### src/design/gtc_pkg.sv
// Shared constants and types for the gated 16-bit timer/counter.
// Assumes a single 100 MHz system clock; the register map is reached over APB.

package gtc_pkg;

   // ----------------------------------------------------------------
   // Register map (byte addresses)
   // ----------------------------------------------------------------
   localparam int GTC_ADDR_W = 8;
   localparam logic [7:0] GTC_OFS_COUNT_LOW = 8'h00;
   localparam logic [7:0] GTC_OFS_COUNT_HIGH = 8'h04;
   localparam logic [7:0] GTC_OFS_CTRL = 8'h08;
   localparam logic [7:0] GTC_OFS_GATE = 8'h0C;
   localparam logic [7:0] GTC_OFS_STATUS = 8'h10;

   // ----------------------------------------------------------------
   // Field positions and reset values
   // ----------------------------------------------------------------
   localparam int GTC_GATE_EN_BIT = 7;
   localparam int GTC_GATE_LVL_BIT = 0;
   localparam int GTC_STAT_ARMED_BIT = 0;
   localparam int GTC_STAT_GATE_BIT = 1;
   localparam int GTC_STAT_EXT_BIT = 2;
   localparam logic [7:0] GTC_CTRL_RST = 8'h00;
   localparam logic [7:0] GTC_CTRL_WMASK = 8'hF5;
   localparam logic [15:0] GTC_COUNT_RST = 16'h0000;
   localparam logic GTC_GATE_EN_RST = 1'b0;

   // ----------------------------------------------------------------
   // Timing
   // ----------------------------------------------------------------
   // One instruction cycle is four system clocks; the phase counter wraps here.
   localparam logic [1:0] GTC_PHASE_LAST = 2'h3;

   // ----------------------------------------------------------------
   // Pin inputs
   // ----------------------------------------------------------------
   localparam int GTC_NPINS = 3;
   localparam int GTC_PIN_EXT = 0;
   localparam int GTC_PIN_GATE = 1;
   localparam int GTC_PIN_LF = 2;

   // ----------------------------------------------------------------
   // Types
   // ----------------------------------------------------------------
   typedef enum logic [1:0] {
      GTC_SRC_INSTR = 2'h0,
      GTC_SRC_SYS = 2'h1,
      GTC_SRC_EXT = 2'h2,
      GTC_SRC_LF = 2'h3
   } gtc_src_t;

   typedef struct packed {
      gtc_src_t src;
      logic [1:0] prescale;
      logic rsv3;
      logic async_ext;
      logic rsv1;
      logic run;
   } gtc_ctrl_t;

   typedef struct packed {
      logic [GTC_NPINS-1:0] level;
      logic [GTC_NPINS-1:0] rise;
      logic [GTC_NPINS-1:0] fall;
   } gtc_pins_t;

endpackage

### src/design/gtc_pin_sync.sv
// Three-stage synchroniser with agreement filter for the timer's pin inputs.
// Assumes the reset it receives is already released synchronously to clk_i.
`timescale 1ns/10ps
`default_nettype none

module gtc_pin_sync (
   input wire logic clk_i,
   input wire logic rst_n_i,
   input wire logic [gtc_pkg::GTC_NPINS-1:0] pin_i,
   output gtc_pkg::gtc_pins_t pins_o
);

   logic [gtc_pkg::GTC_NPINS-1:0] s1_reg;
   logic [gtc_pkg::GTC_NPINS-1:0] s2_reg;
   logic [gtc_pkg::GTC_NPINS-1:0] s3_reg;
   logic [gtc_pkg::GTC_NPINS-1:0] level_reg;
   logic [gtc_pkg::GTC_NPINS-1:0] level_next;
   gtc_pkg::gtc_pins_t pins_reg;
   gtc_pkg::gtc_pins_t pins_next;

   // A level is accepted only once two later stages agree, so a pin that is
   // still settling never produces a half-seen edge.
   always_comb begin
      level_next = level_reg;
      for (int i = 0; i < gtc_pkg::GTC_NPINS; i++) begin
         if (s2_reg[i] == s3_reg[i]) begin
            level_next[i] = s3_reg[i];
         end
      end
      pins_next.level = level_next;
      pins_next.rise = level_next & ~level_reg;
      pins_next.fall = ~level_next & level_reg;
   end

   always_ff @(posedge clk_i or negedge rst_n_i) begin
      if (!rst_n_i) begin
         s1_reg <= '0;
         s2_reg <= '0;
         s3_reg <= '0;
         level_reg <= '0;
         pins_reg <= '0;
      end else begin
         s1_reg <= pin_i;
         s2_reg <= s1_reg;
         s3_reg <= s2_reg;
         level_reg <= level_next;
         pins_reg <= pins_next;
      end
   end

   assign pins_o = pins_reg;
endmodule
`default_nettype wire

### src/design/gtc_timer.sv
// Gated 16-bit timer/counter with an APB register slave.
// Assumes a 100 MHz clk_i; pins arrive asynchronously and are synchronised here.
//
// Added by the designer: the APB slave port and the register offsets.
`timescale 1ns/10ps
`default_nettype none

module gtc_timer (
   input wire logic clk_i,
   input wire logic rst_n_i,
   input wire logic psel_i,
   input wire logic penable_i,
   input wire logic pwrite_i,
   input wire logic [gtc_pkg::GTC_ADDR_W-1:0] paddr_i,
   input wire logic [31:0] pwdata_i,
   output logic [31:0] prdata_o,
   output logic pready_o,
   output logic pslverr_o,
   input wire logic external_clock_pin_i,
   input wire logic gate_pin_i,
   input wire logic low_freq_internal_osc_i,
   output logic [15:0] count_o
);

   // ----------------------------------------------------------------
   // Reset release
   // ----------------------------------------------------------------
   logic [1:0] rst_sync_reg;
   logic rst_n;

   always_ff @(posedge clk_i or negedge rst_n_i) begin
      if (!rst_n_i) begin
         rst_sync_reg <= 2'h0;
      end else begin
         rst_sync_reg <= {rst_sync_reg[0], 1'b1};
      end
   end

   assign rst_n = rst_sync_reg[1];

   // ----------------------------------------------------------------
   // Pin synchronisation
   // ----------------------------------------------------------------
   gtc_pkg::gtc_pins_t pins;

   gtc_pin_sync u_pin_sync (
      .clk_i(clk_i),
      .rst_n_i(rst_n),
      .pin_i({low_freq_internal_osc_i, gate_pin_i, external_clock_pin_i}),
      .pins_o(pins)
   );

   // ----------------------------------------------------------------
   // Helpers
   // ----------------------------------------------------------------
   function automatic logic addr_hit(input logic [gtc_pkg::GTC_ADDR_W-1:0] a);
      addr_hit = (a == gtc_pkg::GTC_OFS_COUNT_LOW) || (a == gtc_pkg::GTC_OFS_COUNT_HIGH) ||
                 (a == gtc_pkg::GTC_OFS_CTRL) || (a == gtc_pkg::GTC_OFS_GATE) ||
                 (a == gtc_pkg::GTC_OFS_STATUS);
   endfunction

   function automatic logic [2:0] psc_max(input logic [1:0] sel);
      psc_max = 3'((4'h1 << sel) - 4'h1);
   endfunction

   // ----------------------------------------------------------------
   // APB slave
   // ----------------------------------------------------------------
   logic pready_reg;
   logic pready_next;
   logic pslverr_reg;
   logic pslverr_next;
   logic [31:0] prdata_reg;
   logic [31:0] prdata_next;
   gtc_pkg::gtc_ctrl_t ctrl_reg;
   gtc_pkg::gtc_ctrl_t ctrl_next;
   logic gate_en_reg;
   logic gate_en_next;
   logic [15:0] count_reg;
   logic armed_reg;
   logic commit;
   logic wr_low;
   logic wr_high;
   logic wr_count;

   // A transfer completes at the edge where pready is high; every access
   // therefore takes exactly one wait state.
   assign commit = psel_i & penable_i & pready_reg;
   assign wr_low = commit & pwrite_i & (paddr_i == gtc_pkg::GTC_OFS_COUNT_LOW);
   assign wr_high = commit & pwrite_i & (paddr_i == gtc_pkg::GTC_OFS_COUNT_HIGH);
   assign wr_count = wr_low | wr_high;

   always_comb begin
      pready_next = psel_i & penable_i & ~pready_reg;
      pslverr_next = 1'b0;
      prdata_next = 32'h0000_0000;
      ctrl_next = ctrl_reg;
      gate_en_next = gate_en_reg;
      if (pready_next) begin
         pslverr_next = ~addr_hit(paddr_i);
         if (!pwrite_i) begin
            case (paddr_i)
               gtc_pkg::GTC_OFS_COUNT_LOW: prdata_next[7:0] = count_reg[7:0];
               gtc_pkg::GTC_OFS_COUNT_HIGH: prdata_next[7:0] = count_reg[15:8];
               gtc_pkg::GTC_OFS_CTRL: prdata_next[7:0] = ctrl_reg;
               gtc_pkg::GTC_OFS_GATE: begin
                  prdata_next[gtc_pkg::GTC_GATE_EN_BIT] = gate_en_reg;
                  prdata_next[gtc_pkg::GTC_GATE_LVL_BIT] = pins.level[gtc_pkg::GTC_PIN_GATE];
               end
               gtc_pkg::GTC_OFS_STATUS: begin
                  prdata_next[gtc_pkg::GTC_STAT_ARMED_BIT] = armed_reg;
                  prdata_next[gtc_pkg::GTC_STAT_GATE_BIT] = pins.level[gtc_pkg::GTC_PIN_GATE];
                  prdata_next[gtc_pkg::GTC_STAT_EXT_BIT] = pins.level[gtc_pkg::GTC_PIN_EXT];
               end
               default: prdata_next = 32'h0000_0000;
            endcase
         end
      end
      if (commit && pwrite_i && (paddr_i == gtc_pkg::GTC_OFS_CTRL)) begin
         ctrl_next = gtc_pkg::gtc_ctrl_t'(pwdata_i[7:0] & gtc_pkg::GTC_CTRL_WMASK);
      end
      if (commit && pwrite_i && (paddr_i == gtc_pkg::GTC_OFS_GATE)) begin
         gate_en_next = pwdata_i[gtc_pkg::GTC_GATE_EN_BIT];
      end
   end

   always_ff @(posedge clk_i or negedge rst_n) begin
      if (!rst_n) begin
         pready_reg <= 1'b0;
         pslverr_reg <= 1'b0;
         prdata_reg <= 32'h0000_0000;
         ctrl_reg <= gtc_pkg::GTC_CTRL_RST;
         gate_en_reg <= gtc_pkg::GTC_GATE_EN_RST;
      end else begin
         pready_reg <= pready_next;
         pslverr_reg <= pslverr_next;
         prdata_reg <= prdata_next;
         ctrl_reg <= ctrl_next;
         gate_en_reg <= gate_en_next;
      end
   end

   assign pready_o = pready_reg;
   assign pslverr_o = pslverr_reg;
   assign prdata_o = prdata_reg;

   // ----------------------------------------------------------------
   // Counting core
   // ----------------------------------------------------------------
   logic [1:0] phase_reg;
   logic [1:0] phase_next;
   logic [2:0] pre_reg;
   logic [2:0] pre_next;
   logic pend_reg;
   logic pend_next;
   logic armed_next;
   logic [15:0] count_next;
   logic instr_edge;
   logic cnt_en;
   logic ext_ok;
   logic src_tick;
   logic step;

   always_comb begin
      phase_next = phase_reg + 2'h1;
      instr_edge = (phase_reg == gtc_pkg::GTC_PHASE_LAST);
      cnt_en = ctrl_reg.run & (~gate_en_reg | pins.level[gtc_pkg::GTC_PIN_GATE]);
      ext_ok = armed_reg & pins.rise[gtc_pkg::GTC_PIN_EXT];
      // With async_ext clear, synchronised external edges wait for the instruction-cycle boundary.
      pend_next = cnt_en & ~wr_count & (pend_reg | ext_ok) & ~instr_edge;
      case (ctrl_reg.src)
         gtc_pkg::GTC_SRC_INSTR: src_tick = instr_edge;
         gtc_pkg::GTC_SRC_SYS: src_tick = 1'b1;
         gtc_pkg::GTC_SRC_EXT: begin
            if (ctrl_reg.async_ext) begin
               src_tick = ext_ok;
            end else begin
               src_tick = instr_edge & (pend_reg | ext_ok);
            end
         end
         gtc_pkg::GTC_SRC_LF: src_tick = pins.rise[gtc_pkg::GTC_PIN_LF];
         default: src_tick = 1'b0;
      endcase
      src_tick = src_tick & cnt_en;
      // A prescaler left above a newly written smaller ratio steps at once
      // rather than wrapping through all eight counts first.
      step = src_tick & (pre_reg >= psc_max(ctrl_reg.prescale));
      if (wr_count || !cnt_en) begin
         pre_next = 3'h0;
      end else if (src_tick) begin
         pre_next = step ? 3'h0 : pre_reg + 3'h1;
      end else begin
         pre_next = pre_reg;
      end
      count_next = count_reg + {15'h0000, step};
      if (wr_low) begin
         count_next[7:0] = pwdata_i[7:0];
      end
      if (wr_high) begin
         count_next[15:8] = pwdata_i[7:0];
      end
      // A falling edge in the same cycle as a count write still arms the
      // counter, so the edge is never lost.
      if (!ctrl_reg.run) begin
         armed_next = 1'b0;
      end else if (pins.fall[gtc_pkg::GTC_PIN_EXT]) begin
         armed_next = 1'b1;
      end else if (wr_count) begin
         armed_next = 1'b0;
      end else begin
         armed_next = armed_reg;
      end
   end

   always_ff @(posedge clk_i or negedge rst_n) begin
      if (!rst_n) begin
         phase_reg <= 2'h0;
         pre_reg <= 3'h0;
         pend_reg <= 1'b0;
         armed_reg <= 1'b0;
         count_reg <= gtc_pkg::GTC_COUNT_RST;
      end else begin
         phase_reg <= phase_next;
         pre_reg <= pre_next;
         pend_reg <= pend_next;
         armed_reg <= armed_next;
         count_reg <= count_next;
      end
   end

   assign count_o = count_reg;
endmodule
`default_nettype wire

### config.mk
export PLATFORM = sky130hd
export DESIGN_NAME = gtc_timer
export DESIGN_NICKNAME = d
export VERILOG_FILES = /design/src/design/gtc_pkg.sv /design/src/design/gtc_pin_sync.sv /design/src/design/gtc_timer.sv
export SDC_FILE = /design/constraint.sdc
export NUM_CORES = 1
export LEC_CHECK = 0
export BUFFER_PORTS_ARGS = -buffer_cell sky130_fd_sc_hd__buf_2
export CELL_PAD_IN_SITES_DETAIL_PLACEMENT = 1
export CELL_PAD_IN_SITES_GLOBAL_PLACEMENT = 1
export CORE_ASPECT_RATIO = 0.7
export CORE_MARGIN = 2
export CORE_UTILIZATION = 38
export DETAILED_ROUTE_END_ITERATION = 10
export PLACE_DENSITY_LB_ADDON = 0.1
export SLEW_MARGIN = 10
export SYNTH_ARGS = -nofsm -noshare
export SYNTH_HDL_FRONTEND = slang
export SYNTH_SLANG_ARGS = --single-unit
### constraint.sdc
create_clock -name clk_i -period 2.3 [get_ports clk_i]
set_input_delay 0.23 -clock clk_i [delete_from_list [all_inputs] [get_ports clk_i]]
set_output_delay 0.23 -clock clk_i [all_outputs]
set_load 0.02 [all_outputs]
==> flow_metrics.tcl <==
set metrics [dict create \
    synth_seq_cells 57 \
    area_growth_syn_to_layout_pct 29.8 \
    rows 26 \
    largest_register_ffs 16 \
    cts.sinks 57 \
    dp_hpwl_um 5650 \
    fin_ws_ns -0.181 \
    place.gp.congestion 0.818 \
    grtUsageMet1 0.273 \
    critPathArrivalTime_ns 2.70 \
    clkTransAtPathRegs_ns 0.07 \
    combinationalPowerShare 0.073 \
    rr_endpoint "count_o[10]" \
    fin_crit_ns 2.48 \
    pin_count 98 \
    worstSetupPathType "reg -> reg" \
    critPathLaunchType "flop" \
    grt_first_pass_wirelength_um 12600 \
    antenna_found_initial 0 \
    crit_top_cell "ha_4" \
    ant_nets 0 \
    clockRootBuffer "clkbuf_8" \
    tightest_slew_ns 0.690 \
    io_buffers 49 \
    stdcell_count 464 \
    fin_area_um2 3730 \
    drtIter0Drc 122 \
    skew_ns 0.00830 \
    period_share 1.08 \
    crit_slowest_cell "dfrtp_1" \
    hold_viol 0 \
    grt_pass1_vias 2450 \
    nets 418 \
    seqPwrFrac 0.488 \
    syn_area_per_cell_um2 10.2 \
    synthCells 283 \
    drc 0 \
    swShare 0.239 \
    hold_start "pwrite_i" \
    synthDistinctLibCells 45 \
    clockPowerShare 0.439 \
    critical-path-top-delay-family "simple AND/OR/NAND/NOR gates" \
    drv_cap 0 \
    p_int_w 0.00162 \
    critPathRequiredTime_ns 2.52 \
    setup_violations 12 \
    hold_depth 2 \
    run_status "complete, but fails checks" \
    r2r-start "ctrl_reg[4]" \
    clock_latency_ns 0.34 \
    initial_utilization 0.393 \
    grt_use_met2 0.317 \
    grt_start_max_net_pins 56 \
    dp_cells 442 \
    cts.htree.levels 3 \
    busiest_layer "met2" \
    critical_path.endpoint_type "flop" \
    hp-class "in -> reg" \
    max_stage_delay_ns 0.37 \
    post_drt_wl_per_cell_um 16.9 \
    synth_edf_count 0 \
    maxSlewHeadroom 0.540 \
    firstDrtPassIters 5 \
    rsz0062_at_grt "true" \
    ys.flop_type "dfrtp_1" \
    die-area_um2 8300 \
    synth_area_um2 2880 \
    fin_util 0.510 \
    grt.overflow.total 0 \
    grt_usage 0.199 \
    crit_chain "or2_4 > ha_4 > nand2b_4 > a211oi_2 > nor3_2 > nor2b_4 > ha_4 > buf_4 > ha_4 > nand3_2 > nor3_2 > xnor2_1 > a21oi_1" \
    via_count 2339 \
    drive_gt1_frac 0.366 \
    cts_tree "built" \
    die_y_um 76.8 \
    antenna_cells 0 \
    routed_wl_um 7830 \
    use_met3 0.0485 \
    p_leak_nw 1.73 \
    rr_worst_depth 13 \
    p_total_w 0.00213 \
    p_per_area_nw_per_um2 570 \
    crit_fanout 3 \
    place_area_um2 3350 \
    async_reset_ff_frac 1.00 \
    core_area_um2 7320 \
    violations "negative setup slack" \
    fp.dieW_um 108 \
    vias_per_cell 5.04 \
    slew_violations 0 \
    yosysSeqAreaShare 0.496 \
    irDropWorstVdd_v 0.000291 \
    whs_endpoint "prdata_o[0]" \
    numCtsBuffers 9 \
    power_switching_w 0.000510 \
    worstPathBufferInverterCount 1 \
    clockBufferDepth 2 \
    max_freq_mhz 403 \
    rrSetupSlack_ns -0.18 \
    ys_warn_count 0 \
]
==> how the worst max path moves through the flow <==
stage | start | to | slack (ns) | cells past startpoint
after global placement | ctrl_reg[4] | count_o[12] | -0.24 | 12
after detailed placement | ctrl_reg[4] | count_o[12] | -0.30 | 12
after CTS | ctrl_reg[4] | count_o[12] | -0.11 | 12
after global routing | ctrl_reg[4] | count_o[10] | -0.32 | 13
final | ctrl_reg[4] | count_o[10] | -0.18 | 13
after floorplan | ctrl_reg[4] | count_o[12] | -0.14 | 12
==> cell usage in the layout, fill, tap and decap left out, types with 9 or more instances in the layout <==
master and instances:
clkbuf_8 11, buf_2 49, dfrtp_1 56, nor2_1 31
nand3_1 9, nand2_1 18, buf_4 21, a21oi_1 16
conb_1 25, mux2_2 12
==> synth_stat cells, types with 5 or more instances <==
| cell | number | share of area |
|---|---|---|
| a21oi_1 | 19 | 0.033 |
| a22oi_1 | 5 | 0.013 |
| buf_4 | 24 | 0.063 |
| dfrtp_1 | 57 | 0.50 |
| ha_1 | 8 | 0.035 |
| inv_1 | 8 | 0.010 |
| mux2_2 | 12 | 0.047 |
| nand2_1 | 19 | 0.025 |
| nand3_1 | 11 | 0.019 |
| nand3b_1 | 5 | 0.013 |
| nor2_1 | 34 | 0.044 |
| nor3_1 | 10 | 0.017 |
| xnor2_1 | 9 | 0.027 |
| xor2_1 | 5 | 0.015 |
==> power by group through the flow <==
stage          combinational [W]  sequential [W]  clock, W
6_report                0.000155         0.00104  0.000936
5_1_grt                 0.000172         0.00104   0.00101
4_1_cts                 0.000155         0.00104  0.000956
3_5_place_dp            0.000149         0.00106         0
3_3_place_gp            0.000147         0.00106         0
2_1_floorplan           0.000105         0.00107         0
==> metrics by stage <==
stage / TNS (ns) / hold WS [ns] / setup WS (ns)
floorplan: -0.682 / -0.0656 / -0.145
global placement: -2.20 / 0.0159 / -0.236
detailed placement: -2.77 / 0.0185 / -0.298
CTS: -0.906 / 0.0873 / -0.110
global route: -2.64 / 0.0889 / -0.317
finish: -1.04 / 0.0900 / -0.181
==> kinds of logic after synthesis <==
| kind of cell | Yosys count | synth area share |
|---|---|---|
| AND/OR/NAND/NOR | 107 | 0.192 |
| flip-flops | 57 | 0.496 |
| buffers and inverters | 39 | 0.0835 |
| AO/OA/AOI/OAI | 38 | 0.0809 |
| multiplexers | 16 | 0.0609 |
| XOR/XNOR | 14 | 0.0426 |
| adder cells (fa/ha/maj) | 10 | 0.0417 |
| other | 2 | 0.00261 |
==> area by class of cell <==
type                    count  area (um2)
inverters                   8        30.0
well taps                  98         123
flip-flops and latches     57        1430
multi-input cells         210        1490
clock buffers              12         155
clock inverters             3        40.0
repair buffers             76         465
fillers                   838        3580
==> layer usage <==
| layer | vias up | wire length (um) |
|---|---|---|
| li1 | 1094 | - |
| met1 | 1156 | 3620 |
| met2 | 78 | 3680 |
| met3 | 11 | 441 |
| met4 | 0 | 95 |
| met5 | - | 0 |
==> timing repair <==
item	CTS	global route
buffers inserted	1	2
hold endpoints to repair	5	0
pin swaps	3	12
endpoints found under the setup margin	14	14
gates resized for setup	8	17
hold buffers	4	0
Power figures use the tool's default switching activity.
